[config.mk]
export PLATFORM = sky130hd
export DESIGN_NAME = wcu_top
export DESIGN_NICKNAME = d
export VERILOG_FILES = /design/src/hw/wcu_pkg.sv /design/src/hw/wcu_counter.sv /design/src/hw/wcu_axil_slave.sv /design/src/hw/wcu_top.sv
export SDC_FILE = /design/constraint.sdc
export NUM_CORES = 1
export LEC_CHECK = 0
export ABC_AREA = 1
export BUFFER_PORTS_ARGS = -buffer_cell sky130_fd_sc_hd__buf_2
export CELL_PAD_IN_SITES_DETAIL_PLACEMENT = 1
export CELL_PAD_IN_SITES_GLOBAL_PLACEMENT = 1
export CORE_MARGIN = 4
export CORE_UTILIZATION = 33
export DETAILED_ROUTE_END_ITERATION = 6
export GPL_TIMING_DRIVEN = 0
export PLACE_DENSITY_LB_ADDON = 0.1
export SYNTH_ARGS = -nofsm -noshare
export SYNTH_HDL_FRONTEND = slang
export SYNTH_HIERARCHICAL = 1
export SYNTH_SLANG_ARGS = --single-unit
[constraint.sdc]
create_clock -name aclk -period 1.6 [get_ports aclk]
set_input_delay 0.16 -clock aclk [delete_from_list [all_inputs] [get_ports aclk]]
set_output_delay 0.16 -clock aclk [all_outputs]
set_load 0.01 [all_outputs]
[src/hw/wcu_pkg.sv]
// Shared register map, field positions, reset patterns and timing constants of the watchdog unit.
package wcu_pkg;

	// ----------------------------------------------------------------------
	// Register byte addresses on the AXI4-Lite bus.
	// ----------------------------------------------------------------------
	localparam int ADDR_W = 12;
	localparam logic [11:0] ADDR_WD_CTRL = 12'h0D8; // Watchdog control and status.
	localparam logic [11:0] ADDR_INT_EN = 12'h0E8; // Extended interrupt enable.
	localparam logic [11:0] ADDR_INT_PRIO = 12'h0F8; // Extended interrupt priority.
	localparam logic [11:0] ADDR_IRQ_STATUS = 12'h100; // Sticky event bits, write one to clear.
	localparam logic [11:0] ADDR_IRQ_MASK = 12'h104; // Event mask, one lets the event through.

	// ----------------------------------------------------------------------
	// Field positions inside the control and status register.
	// ----------------------------------------------------------------------
	localparam int BIT_BAUD2 = 7; // Second serial port baud doubling.
	localparam int BIT_POR = 6; // Power-on flag.
	localparam int BIT_INT_FLAG = 3; // Watchdog interrupt flag.
	localparam int BIT_RST_FLAG = 2; // Watchdog reset flag.
	localparam int BIT_RST_EN = 1; // Watchdog reset enable.
	localparam int BIT_RESTART = 0; // Watchdog restart, self clearing.

	// Bits that an external reset leaves alone; every other bit goes to zero.
	localparam logic [7:0] EXT_RESET_KEEP = 8'h56;

	// ----------------------------------------------------------------------
	// Interrupt enable, priority and event fields.
	// ----------------------------------------------------------------------
	localparam int BIT_WD_INT_EN = 4; // Watchdog interrupt enable.
	localparam int BIT_WD_INT_PRIO = 4; // Watchdog interrupt priority.
	localparam logic [7:0] INT_EN_RSVD_ONES = 8'hE0; // Reserved enable bits read high.
	localparam int NUM_EXT_INT = 4; // External interrupts two to five.
	localparam int NUM_EVENTS = 2;
	localparam int EV_TIMEOUT = 0; // Watchdog time-out elapsed.
	localparam int EV_WDRESET = 1; // Watchdog reset issued.

	// ----------------------------------------------------------------------
	// Timing and bus answers.
	// ----------------------------------------------------------------------
	localparam int RESET_DELAY_CLOCKS = 512; // Clocks from time-out to watchdog reset.
	localparam logic [1:0] RESP_OKAY = 2'h0;
	localparam logic [1:0] RESP_SLVERR = 2'h2;

	// Counter phases of the watchdog.
	typedef enum logic [0:0] {
		WCU_COUNTING,
		WCU_DELAYING
	} wcu_phase_t;

endpackage

[src/hw/wcu_counter.sv]
// Watchdog interval counter with the post time-out reset delay.
`timescale 1ns/1ps
module wcu_counter #(
	parameter int TIMEOUT_CYCLES = 131072,
	parameter int DELAY_CYCLES = wcu_pkg::RESET_DELAY_CLOCKS
) (
	input wire logic aclk,
	input wire logic aresetn,
	input wire logic restart,
	input wire logic reset_enable,
	output logic timeout_pulse,
	output logic reset_pulse
);

	// ----------------------------------------------------------------------
	// Elaboration checks.
	// ----------------------------------------------------------------------
	if (TIMEOUT_CYCLES < 2 || DELAY_CYCLES < 2) begin : g_bad_count
		$error("wcu_counter: counts must be at least two");
	end

	localparam int CW = $clog2(TIMEOUT_CYCLES > DELAY_CYCLES ? TIMEOUT_CYCLES : DELAY_CYCLES) + 1;
	localparam logic [CW-1:0] TIMEOUT_LAST = CW'(TIMEOUT_CYCLES - 1);
	localparam logic [CW-1:0] DELAY_LAST = CW'(DELAY_CYCLES - 1);

	wcu_pkg::wcu_phase_t phase_r; // Interval or reset delay.
	logic [CW-1:0] count_r; // Cycles spent in the current phase.

	// ----------------------------------------------------------------------
	// Count every clock; a restart always returns to a clean interval.
	// ----------------------------------------------------------------------
	always_ff @(posedge aclk) begin
		timeout_pulse <= 1'b0;
		reset_pulse <= 1'b0;
		if (!aresetn || restart) begin
			phase_r <= wcu_pkg::WCU_COUNTING;
			count_r <= '0;
		end else begin
			unique case (phase_r)
				wcu_pkg::WCU_COUNTING: begin
					// Advances on every system clock.
					if (count_r == TIMEOUT_LAST) begin
						timeout_pulse <= 1'b1;
						phase_r <= wcu_pkg::WCU_DELAYING;
						count_r <= '0;
					end else begin
						count_r <= count_r + 1'b1;
					end
				end
				wcu_pkg::WCU_DELAYING: begin
					// Without the enable the delay just ends and a new interval starts.
					if (count_r == DELAY_LAST) begin
						reset_pulse <= reset_enable;
						phase_r <= wcu_pkg::WCU_COUNTING;
						count_r <= '0;
					end else begin
						count_r <= count_r + 1'b1;
					end
				end
			endcase
		end
	end

endmodule

[src/hw/wcu_axil_slave.sv]
// AXI4-Lite slave front end that turns bus beats into single-cycle register strobes.
`timescale 1ns/1ps
module wcu_axil_slave (
	input wire logic aclk,
	input wire logic aresetn,
	input wire logic [11:0] awaddr,
	input wire logic awvalid,
	output logic awready,
	input wire logic [31:0] wdata,
	input wire logic [3:0] wstrb,
	input wire logic wvalid,
	output logic wready,
	output logic [1:0] bresp,
	output logic bvalid,
	input wire logic bready,
	input wire logic [11:0] araddr,
	input wire logic arvalid,
	output logic arready,
	output logic [31:0] rdata,
	output logic [1:0] rresp,
	output logic rvalid,
	input wire logic rready,
	output logic wr_en,
	output logic [11:0] wr_addr,
	output logic [7:0] wr_data,
	input wire logic wr_hit,
	output logic [11:0] rd_addr,
	input wire logic [7:0] rd_data,
	input wire logic rd_hit
);

	logic aw_held_r; // Write address taken, waiting for data.
	logic w_held_r; // Write data taken, waiting for address.
	logic rd_pend_r; // Read address taken, data sampled next cycle.

	// ----------------------------------------------------------------------
	// Write path: address and data in either order, then one strobe, then B.
	// ----------------------------------------------------------------------
	always_ff @(posedge aclk) begin
		wr_en <= 1'b0;
		if (!aresetn) begin
			awready <= 1'b0;
			wready <= 1'b0;
			aw_held_r <= 1'b0;
			w_held_r <= 1'b0;
			bvalid <= 1'b0;
			bresp <= wcu_pkg::RESP_OKAY;
			wr_addr <= '0;
			wr_data <= '0;
		end else begin
			awready <= !aw_held_r && !awready && !bvalid && !wr_en;
			wready <= !w_held_r && !wready && !bvalid && !wr_en;
			if (awvalid && awready) begin
				aw_held_r <= 1'b1;
				wr_addr <= awaddr;
			end
			if (wvalid && wready) begin
				w_held_r <= 1'b1;
				wr_data <= wdata[7:0];
				// A beat without the low lane carries nothing for these registers.
				if (!wstrb[0]) begin
					wr_data <= '0;
				end
			end
			if (aw_held_r && w_held_r && !wr_en && !bvalid) begin
				wr_en <= 1'b1;
				aw_held_r <= 1'b0;
				w_held_r <= 1'b0;
			end
			if (wr_en) begin
				bvalid <= 1'b1;
				bresp <= wr_hit ? wcu_pkg::RESP_OKAY : wcu_pkg::RESP_SLVERR;
			end else if (bvalid && bready) begin
				bvalid <= 1'b0;
			end
		end
	end

	// ----------------------------------------------------------------------
	// Read path: take the address, sample the register the cycle after.
	// ----------------------------------------------------------------------
	always_ff @(posedge aclk) begin
		if (!aresetn) begin
			arready <= 1'b0;
			rd_pend_r <= 1'b0;
			rd_addr <= '0;
			rvalid <= 1'b0;
			rdata <= '0;
			rresp <= wcu_pkg::RESP_OKAY;
		end else begin
			arready <= !arready && !rd_pend_r && !rvalid;
			rd_pend_r <= 1'b0;
			if (arvalid && arready) begin
				rd_addr <= araddr;
				rd_pend_r <= 1'b1;
			end
			if (rd_pend_r) begin
				rvalid <= 1'b1;
				rdata <= {24'h000000, rd_data};
				rresp <= rd_hit ? wcu_pkg::RESP_OKAY : wcu_pkg::RESP_SLVERR;
			end else if (rvalid && rready) begin
				rvalid <= 1'b0;
			end
		end
	end

endmodule

[src/hw/wcu_top.sv]
// Watchdog control unit: control register, interrupt enable and priority, reset sources.
//
// The AXI4-Lite register port is this design's own decision.
`timescale 1ns/1ps
module wcu_top #(
	parameter int TIMEOUT_CYCLES = 131072 // Watchdog interval in clocks.
) (
	input wire logic aclk,
	input wire logic aresetn,
	input wire logic [11:0] awaddr,
	input wire logic awvalid,
	output logic awready,
	input wire logic [31:0] wdata,
	input wire logic [3:0] wstrb,
	input wire logic wvalid,
	output logic wready,
	output logic [1:0] bresp,
	output logic bvalid,
	input wire logic bready,
	input wire logic [11:0] araddr,
	input wire logic arvalid,
	output logic arready,
	output logic [31:0] rdata,
	output logic [1:0] rresp,
	output logic rvalid,
	input wire logic rready,
	input wire logic ext_reset_req, // External reset pin event, one cycle.
	input wire logic power_fail_req, // Power-down reset event, one cycle.
	input wire logic timed_access_grant, // Permission for the next register write.
	input wire logic [1:0] serial2_mode, // Current mode of the second serial port.
	output logic baud_double_active,
	output logic wdt_sys_reset,
	output logic wdt_int_req,
	output logic wdt_int_high_prio,
	output logic [3:0] ext_int_enable,
	output logic [3:0] ext_int_high_prio,
	output logic irq
);

	// ----------------------------------------------------------------------
	// Elaboration checks.
	// ----------------------------------------------------------------------
	if (TIMEOUT_CYCLES < 2) begin : g_bad_timeout
		$error("wcu_top: TIMEOUT_CYCLES must be at least two");
	end

	// ----------------------------------------------------------------------
	// Register state.
	// ----------------------------------------------------------------------
	logic baud2_r; // Second port baud doubling.
	logic por_r; // Power-on flag.
	logic int_flag_r; // Watchdog interrupt flag.
	logic rst_flag_r; // Watchdog reset flag.
	logic rst_en_r; // Watchdog reset enable.
	logic restart_r; // Restart request, lives for one cycle.
	logic wd_int_en_r; // Watchdog interrupt enable.
	logic [3:0] ex_en_r; // External interrupt enables.
	logic wd_prio_r; // Watchdog interrupt priority.
	logic [3:0] px_r; // External interrupt priorities.
	logic [1:0] ev_status_r; // Sticky event bits.
	logic [1:0] ev_mask_r; // Event mask.
	logic ta_open_r; // Timed access window for one write.

	// ----------------------------------------------------------------------
	// Bus strobes from the slave front end.
	// ----------------------------------------------------------------------
	logic wr_en;
	logic [11:0] wr_addr;
	logic [7:0] wr_data;
	logic [11:0] rd_addr;
	logic [7:0] rd_data;
	logic wr_hit;
	logic rd_hit;

	// Watchdog events.
	logic timeout_pulse;
	logic wd_reset_pulse;

	// Decoded write enables.
	logic wr_ctrl;
	logic wr_prot;

	// ----------------------------------------------------------------------
	// Shared helpers.
	// ----------------------------------------------------------------------

	// True where an address names a register of this block.
	function automatic logic addr_mapped(input logic [11:0] a);
		addr_mapped = (a == wcu_pkg::ADDR_WD_CTRL) || (a == wcu_pkg::ADDR_INT_EN) ||
			(a == wcu_pkg::ADDR_INT_PRIO) || (a == wcu_pkg::ADDR_IRQ_STATUS) ||
			(a == wcu_pkg::ADDR_IRQ_MASK);
	endfunction

	// Next value of a hardware-set, software-written flag; the set wins.
	function automatic logic flag_next(input logic cur, input logic set,
			input logic wr, input logic val);
		if (set) begin
			flag_next = 1'b1;
		end else if (wr) begin
			flag_next = val;
		end else begin
			flag_next = cur;
		end
	endfunction

	assign wr_hit = addr_mapped(wr_addr);
	assign rd_hit = addr_mapped(rd_addr);
	assign wr_ctrl = wr_en && (wr_addr == wcu_pkg::ADDR_WD_CTRL);
	// Protected bits only move while the timed access window is open.
	assign wr_prot = wr_ctrl && ta_open_r;

	// ----------------------------------------------------------------------
	// Sub-blocks.
	// ----------------------------------------------------------------------
	wcu_axil_slave u_bus (
		.aclk(aclk),
		.aresetn(aresetn),
		.awaddr(awaddr),
		.awvalid(awvalid),
		.awready(awready),
		.wdata(wdata),
		.wstrb(wstrb),
		.wvalid(wvalid),
		.wready(wready),
		.bresp(bresp),
		.bvalid(bvalid),
		.bready(bready),
		.araddr(araddr),
		.arvalid(arvalid),
		.arready(arready),
		.rdata(rdata),
		.rresp(rresp),
		.rvalid(rvalid),
		.rready(rready),
		.wr_en(wr_en),
		.wr_addr(wr_addr),
		.wr_data(wr_data),
		.wr_hit(wr_hit),
		.rd_addr(rd_addr),
		.rd_data(rd_data),
		.rd_hit(rd_hit)
	);

	// An external reset also puts the counter into a known state.
	wcu_counter #(
		.TIMEOUT_CYCLES(TIMEOUT_CYCLES),
		.DELAY_CYCLES(wcu_pkg::RESET_DELAY_CLOCKS)
	) u_count (
		.aclk(aclk),
		.aresetn(aresetn),
		.restart(restart_r || ext_reset_req || wdt_sys_reset),
		.reset_enable(rst_en_r),
		.timeout_pulse(timeout_pulse),
		.reset_pulse(wd_reset_pulse)
	);

	// ----------------------------------------------------------------------
	// Timed access window: opened by the grant, spent by the next write.
	// ----------------------------------------------------------------------
	always_ff @(posedge aclk) begin
		if (!aresetn) begin
			ta_open_r <= 1'b0;
		end else if (timed_access_grant) begin
			ta_open_r <= 1'b1;
		end else if (wr_en) begin
			// Any write, mapped or not, uses up the permission.
			ta_open_r <= 1'b0;
		end
	end

	// ----------------------------------------------------------------------
	// Power-on flag and reset enable, both protected.
	// ----------------------------------------------------------------------
	always_ff @(posedge aclk) begin
		if (!aresetn) begin
			por_r <= 1'b1;
			rst_en_r <= 1'b0;
		end else if (wr_prot) begin
			// External and watchdog resets leave both bits alone.
			por_r <= wr_data[wcu_pkg::BIT_POR];
			rst_en_r <= wr_data[wcu_pkg::BIT_RST_EN];
		end
	end

	// ----------------------------------------------------------------------
	// Baud doubling bit, freely writable, cleared by an external reset.
	// ----------------------------------------------------------------------
	always_ff @(posedge aclk) begin
		if (!aresetn || ext_reset_req) begin
			baud2_r <= 1'b0;
		end else if (wr_ctrl) begin
			baud2_r <= wr_data[wcu_pkg::BIT_BAUD2];
		end
	end

	// ----------------------------------------------------------------------
	// Interrupt flag: set by time-out, cleared by a protected write or an external reset.
	// ----------------------------------------------------------------------
	always_ff @(posedge aclk) begin
		if (!aresetn) begin
			int_flag_r <= 1'b0;
		end else if (ext_reset_req && !timeout_pulse) begin
			int_flag_r <= 1'b0;
		end else begin
			// Set regardless of the enable, so software can poll the time-out.
			int_flag_r <= flag_next(int_flag_r, timeout_pulse, wr_prot,
				wr_data[wcu_pkg::BIT_INT_FLAG]);
		end
	end

	// ----------------------------------------------------------------------
	// Reset flag: freely writable, set by a watchdog reset, cleared by power.
	// ----------------------------------------------------------------------
	always_ff @(posedge aclk) begin
		if (!aresetn || power_fail_req) begin
			rst_flag_r <= 1'b0;
		end else begin
			// The reset pulse only exists with the enable set, so nothing else
			// of the watchdog can touch this flag. An external reset is ignored.
			rst_flag_r <= flag_next(rst_flag_r, wd_reset_pulse && rst_en_r, wr_ctrl,
				wr_data[wcu_pkg::BIT_RST_FLAG]);
		end
	end

	// ----------------------------------------------------------------------
	// Restart bit: a protected write of one lives for a single cycle.
	// ----------------------------------------------------------------------
	always_ff @(posedge aclk) begin
		if (!aresetn || ext_reset_req) begin
			// An external reset loads a zero here as well.
			restart_r <= 1'b0;
		end else begin
			restart_r <= wr_prot && wr_data[wcu_pkg::BIT_RESTART];
		end
	end

	// ----------------------------------------------------------------------
	// Extended interrupt enable and priority registers.
	// ----------------------------------------------------------------------
	always_ff @(posedge aclk) begin
		if (!aresetn) begin
			wd_int_en_r <= 1'b0;
			ex_en_r <= '0;
			wd_prio_r <= 1'b0;
			px_r <= '0;
		end else if (wr_en) begin
			if (wr_addr == wcu_pkg::ADDR_INT_EN) begin
				wd_int_en_r <= wr_data[wcu_pkg::BIT_WD_INT_EN];
				ex_en_r <= wr_data[wcu_pkg::NUM_EXT_INT-1:0];
			end
			if (wr_addr == wcu_pkg::ADDR_INT_PRIO) begin
				wd_prio_r <= wr_data[wcu_pkg::BIT_WD_INT_PRIO];
				px_r <= wr_data[wcu_pkg::NUM_EXT_INT-1:0];
			end
		end
	end

	// ----------------------------------------------------------------------
	// Event status (write one to clear, set wins) and mask.
	// ----------------------------------------------------------------------
	always_ff @(posedge aclk) begin
		if (!aresetn) begin
			ev_status_r <= '0;
			ev_mask_r <= '0;
		end else begin
			for (int i = 0; i < wcu_pkg::NUM_EVENTS; i++) begin
				if (wr_en && wr_addr == wcu_pkg::ADDR_IRQ_STATUS && wr_data[i]) begin
					ev_status_r[i] <= 1'b0;
				end
			end
			if (timeout_pulse) begin
				ev_status_r[wcu_pkg::EV_TIMEOUT] <= 1'b1;
			end
			if (wd_reset_pulse) begin
				ev_status_r[wcu_pkg::EV_WDRESET] <= 1'b1;
			end
			if (wr_en && wr_addr == wcu_pkg::ADDR_IRQ_MASK) begin
				ev_mask_r <= wr_data[wcu_pkg::NUM_EVENTS-1:0];
			end
		end
	end

	// ----------------------------------------------------------------------
	// Read multiplexer; the bus slave samples it one cycle after the address.
	// ----------------------------------------------------------------------
	always_comb begin
		rd_data = 8'h00;
		if (rd_addr == wcu_pkg::ADDR_WD_CTRL) begin
			// Every control bit reads back freely.
			rd_data[wcu_pkg::BIT_BAUD2] = baud2_r;
			rd_data[wcu_pkg::BIT_POR] = por_r;
			rd_data[wcu_pkg::BIT_INT_FLAG] = int_flag_r;
			rd_data[wcu_pkg::BIT_RST_FLAG] = rst_flag_r;
			rd_data[wcu_pkg::BIT_RST_EN] = rst_en_r;
			rd_data[wcu_pkg::BIT_RESTART] = restart_r;
		end else if (rd_addr == wcu_pkg::ADDR_INT_EN) begin
			rd_data = wcu_pkg::INT_EN_RSVD_ONES;
			rd_data[wcu_pkg::BIT_WD_INT_EN] = wd_int_en_r;
			rd_data[wcu_pkg::NUM_EXT_INT-1:0] = ex_en_r;
		end else if (rd_addr == wcu_pkg::ADDR_INT_PRIO) begin
			rd_data[wcu_pkg::BIT_WD_INT_PRIO] = wd_prio_r;
			rd_data[wcu_pkg::NUM_EXT_INT-1:0] = px_r;
		end else if (rd_addr == wcu_pkg::ADDR_IRQ_STATUS) begin
			rd_data[wcu_pkg::NUM_EVENTS-1:0] = ev_status_r;
		end else if (rd_addr == wcu_pkg::ADDR_IRQ_MASK) begin
			rd_data[wcu_pkg::NUM_EVENTS-1:0] = ev_mask_r;
		end
	end

	// ----------------------------------------------------------------------
	// Registered outputs toward the core, the serial port and the system.
	// ----------------------------------------------------------------------
	always_ff @(posedge aclk) begin
		if (!aresetn) begin
			baud_double_active <= 1'b0;
			wdt_sys_reset <= 1'b0;
			wdt_int_req <= 1'b0;
			wdt_int_high_prio <= 1'b0;
			ext_int_enable <= '0;
			ext_int_high_prio <= '0;
			irq <= 1'b0;
		end else begin
			// Mode zero runs at a fixed rate and is not doubled.
			baud_double_active <= baud2_r && (serial2_mode != 2'h0);
			wdt_sys_reset <= wd_reset_pulse;
			wdt_int_req <= int_flag_r && wd_int_en_r;
			wdt_int_high_prio <= wd_prio_r;
			ext_int_enable <= ex_en_r;
			ext_int_high_prio <= px_r;
			irq <= |(ev_status_r & ev_mask_r);
		end
	end

endmodule

==> results.cfg, run 1 <==
[min_path]
min_path_cells = 3
holdPathEnd = ta_open_r$_SDFFE_PN0P_
hp-class = input port to flop
hp-start = timed_access_grant

[place]
post-place-ws_ns = -0.0404
gp_congestion = 0.790
dp_hpwl_um = 9570
portBuffers = 70
post_dp_cell_area_mm2 = 0.00539

[cts]
h-tree-depth = 3
path_clk_slew_ns = 0.07
cts.sinks = 105
root_buffer = clkbuf_16
clockBufferDepth = 2
clk_latency_ns = 0.35
cts_tree = built
cts_buffers = 9

[final_layout]
nets = 836
areaGrowthSynthToFinish_pct = 24.0
fin_util = 0.420
design_area_mm2 = 0.00585
diodes = 0
drive_gt1_frac = 0.236

[drt]
drtPass1Iterations = 4
postRouteAntennaNets = 0
viasPerCell = 4.44
num_vias = 4208
wl_per_cell_um = 13.0
drt-initial-drc-count = 192
wirelength_um = 12300
drc_errors = 0

[global_route]
grt_start_max_net_pins = 17
antenna_found_initial = 0
grt_pass1_vias = 4254
grtUsageTotal = 0.157
gr-total-overflow = 0
grt_pass1_wl_um = 20500

[power_and_ir_drop]
internal-power_mw = 4.38
switching_share = 0.241
p_seq_frac = 0.480
ir_drop_mv = 0.534
p_leak_nw = 2.71
power_mw = 5.76
combPwrFrac = 0.095
powerDensity_mw_per_mm2 = 985
power.switching_mw = 1.39
pwr-share-clk = 0.425

[timing]
setup_ws_ns = 0.0937
fin_tns_setup_ns = 0
finalCritPeriodShare = 0.941
period_needed_ns = 1.51
setup-violations-final = 0
rsz0062_at_grt = true
hold_viol = 0
finalMaxSlewViolations = 0
fmax_ghz = 0.664
clock_skew_ns = 0.00549
worst_pin_slew_ns = 0.544
maxSlewHeadroom = 0.637

[setup_path]
max_stage_delay_ns = 0.34
path_max_fanout = 8
r2r-start = u_bus/rd_addr[11]$_SDFFE_PN0P_
worstReg2RegEnd = u_bus/rdata[1]$_SDFFE_PN0P_
rrSetupSlack_ns = 0.09
startpoint_type = flop
crit_required_ns = 1.85
ff2ff_path_depth = 11
cp.arrival_ns = 1.75
criticalPathCategory = flop to flop
cpLargestDelayFamily = simple AND/OR/NAND/NOR gates
crit_buf_inv = 1
crit_path_end_kind = flop
worst_path_most_repeated_cell = nor2_1
worstPathCellList = nor2_4 -> nand2_2 -> nor2_4 -> buf_6 -> nand4_4 -> nor2_1 -> nor2_1 -> nand2_1 -> nand2_1 -> nor2_1 -> nor2_1
cp_slowest_cell = dfxtp_2

[floorplanning]
coreArea_mm2 = 0.0139
die_x_um = 128
dieArea_mm2 = 0.0163
io_pins = 126
start_util = 0.339
die_h_um = 128
rows = 43

[synth]
syn_inst = 648
avgSynthCellArea_um2 = 7.29
synthesis.area_mm2 = 0.00472
yosysWarnings = 6

[outcome]
status = complete, no violations

[job]
maxCapViolations = 0
state kept, by name (all words and copies together) (netlist names), 2 cells and up:
register           flops
u_bus/rdata            8
ex_en_r                4
px_r                   4
u_bus/wr_addr         12
ev_status_r            2
u_bus/rd_addr         12
u_count/count_r       18
u_bus/wr_data          7
ev_mask_r              2
ext_int_high_prio      4
ext_int_enable         4
worst max-delay path by stage:
stage | slack, ns | startpoint | to | cells after the start
after CTS | 0.02 | u_bus/rd_addr[4]$_SDFFE_PN0P_ | u_bus/rdata[0]$_SDFFE_PN0P_ | 9
after global placement | 0.004 | u_bus/rd_addr[0]$_SDFFE_PN0P_ | u_bus/rdata[3]$_SDFFE_PN0P_ | 9
after floorplan | 0.25 | u_count/count_r[0]$_SDFF_PP0_ | u_count/count_r[5]$_SDFF_PP0_ | 8
after global routing | -0.04 | u_bus/rd_addr[11]$_SDFFE_PN0P_ | u_bus/rdata[3]$_SDFFE_PN0P_ | 9
final | 0.09 | u_bus/rd_addr[11]$_SDFFE_PN0P_ | u_bus/rdata[1]$_SDFFE_PN0P_ | 11
after detailed placement | -0.04 | u_bus/rd_addr[0]$_SDFFE_PN0P_ | u_bus/rdata[3]$_SDFFE_PN0P_ | 9
cells in the final DEF, fill, tap and decap left out, drive strengths merged, types with 3 or more instances in the layout:
cell and count:
nor2 142, buf 119, nand2 117, dfxtp 105, inv 81, nand3 43
a21oi 37, o21ai 33, conb 26, nand4 14, clkbuf 13, nor3 11
xor2 7, o211ai 3
worst min-delay path, delay by kind of cell:
kind	cells	cell delay, ns
compound gates	1	0.03
buf+inv	1	0.08
simple gates	1	0.07
per-layer routing:
layer | share of wire | wire (µm) | GRT usage | up-vias
li1 | - | - | - | 2207
met1 | 0.47 | 5790 | 0.206 | 1921
met2 | 0.46 | 5730 | 0.260 | 70
met3 | 0.051 | 634 | 0.0314 | 10
met4 | 0.014 | 176 | 0.0543 | 0
met5 | 0 | 0 | 0 | -
area by class of cell:
| cell class | count | area, µm² |
|---|---|---|
| Fill cell | 1787 | 8080 |
| Multi-Input combinational cell | 444 | 2170 |
| Sequential cell | 105 | 2110 |
| Timing Repair Buffer | 79 | 422 |
| Inverter | 83 | 312 |
| Buffer | 41 | 280 |
| Clock buffer | 12 | 256 |
| Tap cell | 180 | 225 |
| Clock inverter | 4 | 75.1 |
what timing repair did:
action	in CTS	in global routing
setup endpoints to repair	13	23
hold endpoints to repair	0	0
pin swaps	2	11
gates resized for setup	2	17
buffers inserted	3	6
hold buffers	0	0
per-stage QoR:
step | cells | hold slack, ns
after floorplan | 673 | 0.277
after global placement | 923 | 0.383
after detailed placement | 923 | 0.392
after CTS | 942 | 0.0273
after global routing | 948 | 0.0327
final | 948 | 0.0344
power groups by stage:
stage / clock network [mW] / logic, mW / registers [mW]
3_5_place_dp: 0 / 0.523 / 2.83
4_1_cts: 2.52 / 0.528 / 2.77
6_report: 2.45 / 0.545 / 2.77
2_1_floorplan: 0 / 0.357 / 2.82
5_1_grt: 2.64 / 0.625 / 2.78
3_3_place_gp: 0 / 0.509 / 2.82
Note: power is estimated with default switching activity, not from simulation.
==> run 2, diff against run 1 <==
--- a/config.mk
+++ b/config.mk
@@ -11,9 +11,11 @@
 export CELL_PAD_IN_SITES_GLOBAL_PLACEMENT = 1
 export CORE_MARGIN = 4
 export CORE_UTILIZATION = 33
+export CTS_BUF_LIST = sky130_fd_sc_hd__clkbuf_2
 export DETAILED_ROUTE_END_ITERATION = 6
 export GPL_TIMING_DRIVEN = 0
 export PLACE_DENSITY_LB_ADDON = 0.1
+export REMOVE_ABC_BUFFERS = 1
 export SYNTH_ARGS = -nofsm -noshare
 export SYNTH_HDL_FRONTEND = slang
 export SYNTH_HIERARCHICAL = 1
==> run 2 against run 1 <==
Count of clock-buffer cells in the layout fell by 3; core utilization rose by 0.75 points; fmax fell by 1.6%; first-iteration DRC count fell by 7.8%; total power fell by 21%; register-to-register slack got worse by 0.02 ns; critical endpoint is now u_bus/rdata[3]$_SDFFE_PN0P_; non-clock buffer count rose by 16; clock skew rose by 0.019 ns; sequential share of layout area fell by 0.59 points; design area rose by 1.8%; highest routed layer unchanged.
==> results.cfg, run 2 (synthesized netlist as in run 1, its figures left out) <==
[drt]
postRouteAntennaNets = 0
viasPerCell = 4.43
drt-initial-drc-count = 177
wl_per_cell_um = 12.7
num_vias = 4269
drc_errors = 0
wirelength_um = 12200
drtPass1Iterations = 4

[timing]
setup_ws_ns = 0.0691
period_needed_ns = 1.53
fmax_ghz = 0.653
finalMaxSlewViolations = 0
hold-worst-slack_ns = 0.123
clock_skew_ns = 0.0241
maxSlewHeadroom = 0.314
worst_pin_slew_ns = 1.03
hold_viol = 0
fin_tns_setup_ns = 0
finalCritPeriodShare = 0.957
rsz0062_at_grt = true
setup-violations-final = 0

[final_layout]
regMostFlops = u_count/count_r
fin_cells = 963
fin_util = 0.427
diodes = 0
multi_input_area_mm2 = 0.00221
largest_reg_flops = 18
areaGrowthSynthToFinish_pct = 26.2
final-seq-area_mm2 = 0.00211
drive_gt1_frac = 0.186
final_cell_mix = 124 x nor2_1, 108 x nand2_1, 100 x dfxtp_1, 71 x inv_1, 71 x buf_2
layout_commonest_cell = nor2_1
fillCellCount = 1775
top_regs = u_count/count_r: 18 flops, u_bus/rd_addr: 12 flops, u_bus/wr_addr: 12 flops
nets = 853

[floorplanning]
rows = 43
coreArea_mm2 = 0.0139
die_h_um = 128
die_x_um = 128
start_util = 0.339
dieArea_mm2 = 0.0163
io_pins = 126

[setup_path]
cpLargestDelayFamily = simple AND/OR/NAND/NOR gates
max_stage_delay_ns = 0.40
criticalPathCategory = flop to flop
cp.arrival_ns = 2.06
path_max_fanout = 6
startpoint_type = flop
worstPathCellList = nor2_4 -> nand2_2 -> nor2_4 -> nand4_1 -> inv_2 -> nand2_1 -> o211ai_1 -> nand2_1 -> a21oi_2
crit_required_ns = 2.13
crit_path_end_kind = flop
cp_slowest_cell = dfxtp_2
crit_buf_inv = 1

[cts]
clockBufferDepth = 2
root_buffer = clkbuf_2
cts.sinks = 105
cts_buffers = 9
h-tree-depth = 3
cts_tree = built
path_clk_slew_ns = 0.27
clk_latency_ns = 0.57

[power_and_ir_drop]
p_leak_nw = 2.65
ir_drop_mv = 0.277
powerDensity_mw_per_mm2 = 761

[global_route]
gr-total-overflow = 0
grt_pass1_vias = 4352
grt_start_max_net_pins = 61
antenna_found_initial = 0
grt_pass1_wl_um = 20600
grtUsageTotal = 0.154

[min_path]
hp-class = input port to flop

[place]
dp_hpwl_um = 8600
placedCellCount = 883
post-place-ws_ns = -0.457
portBuffers = 71
gp_congestion = 0.741

[job]
maxCapViolations = 0

[outcome]
status = complete, no violations
-- run 2: through the flow --
step                cell area, µm²  total power, mW
floorplan                     4530             3.09
global placement              5110             3.25
detailed placement            5110             3.27
CTS                           5820             4.58
global route                  5960             4.81
finish                        5960             4.53
-- run 2: worst reg2reg max path, stage by stage, from the launching register on --
cell,delay (ns)
dfxtp_2,0.40
nor2_4,0.10
nand2_2,0.08
nor2_4,0.15
nand4_1,0.20
inv_2,0.19
nand2_1,0.08
o211ai_1,0.09
nand2_1,0.09
a21oi_2,0.13
-- run 2: layer usage --
| layer | part of all wire | global-route usage | up-vias |
|---|---|---|---|
| met2 | 0.50 | 0.272 | 62 |
| met1 | 0.46 | 0.192 | 1952 |
| met5 | 0 | 0 | - |
| li1 | - | - | 2243 |
| met3 | 0.034 | 0.0234 | 12 |
| met4 | 0.013 | 0.0506 | 0 |
-- run 2: final cells by class --
type                       instances  area share
multi-input combinational        445       0.372
sequential                       105       0.354
timing repair buffer             136       0.168
inverter                          83      0.0523
tap                              180      0.0378
clock inverter                     5     0.00819
clock buffer                       9     0.00756
-- run 2: final timing paths --
path                                                    start                               to  slack (ns)  depth (start not counted)
worst min register to register           px_r[3]$_SDFFE_PN0P_  ext_int_high_prio[3]$_SDFF_PN0_        0.45                          2
worst max register to register  u_bus/rd_addr[9]$_SDFFE_PN0P_      u_bus/rdata[3]$_SDFFE_PN0P_        0.07                          9
worst min-delay path                                  awvalid   u_bus/wr_addr[10]$_SDFFE_PN0P_        0.12                          4
worst max-delay path            u_bus/rd_addr[9]$_SDFFE_PN0P_      u_bus/rdata[3]$_SDFFE_PN0P_        0.07                          9
-- run 2: power by group --
group          internal [mW]  switching (mW)  leakage (nW)
clock network          0.328           0.854        0.0564
logic                  0.255           0.307          1.74
registers               2.70          0.0838         0.854
total                   3.29            1.25          2.65
-- run 2: what timing repair did --
item,CTS,global route
setup buffers,1,6
endpoints found under the setup margin,12,25
endpoints found under the hold margin,41,0
gates resized for setup,6,21
hold buffers,58,0
gates cloned,0,1
pin swaps,1,9
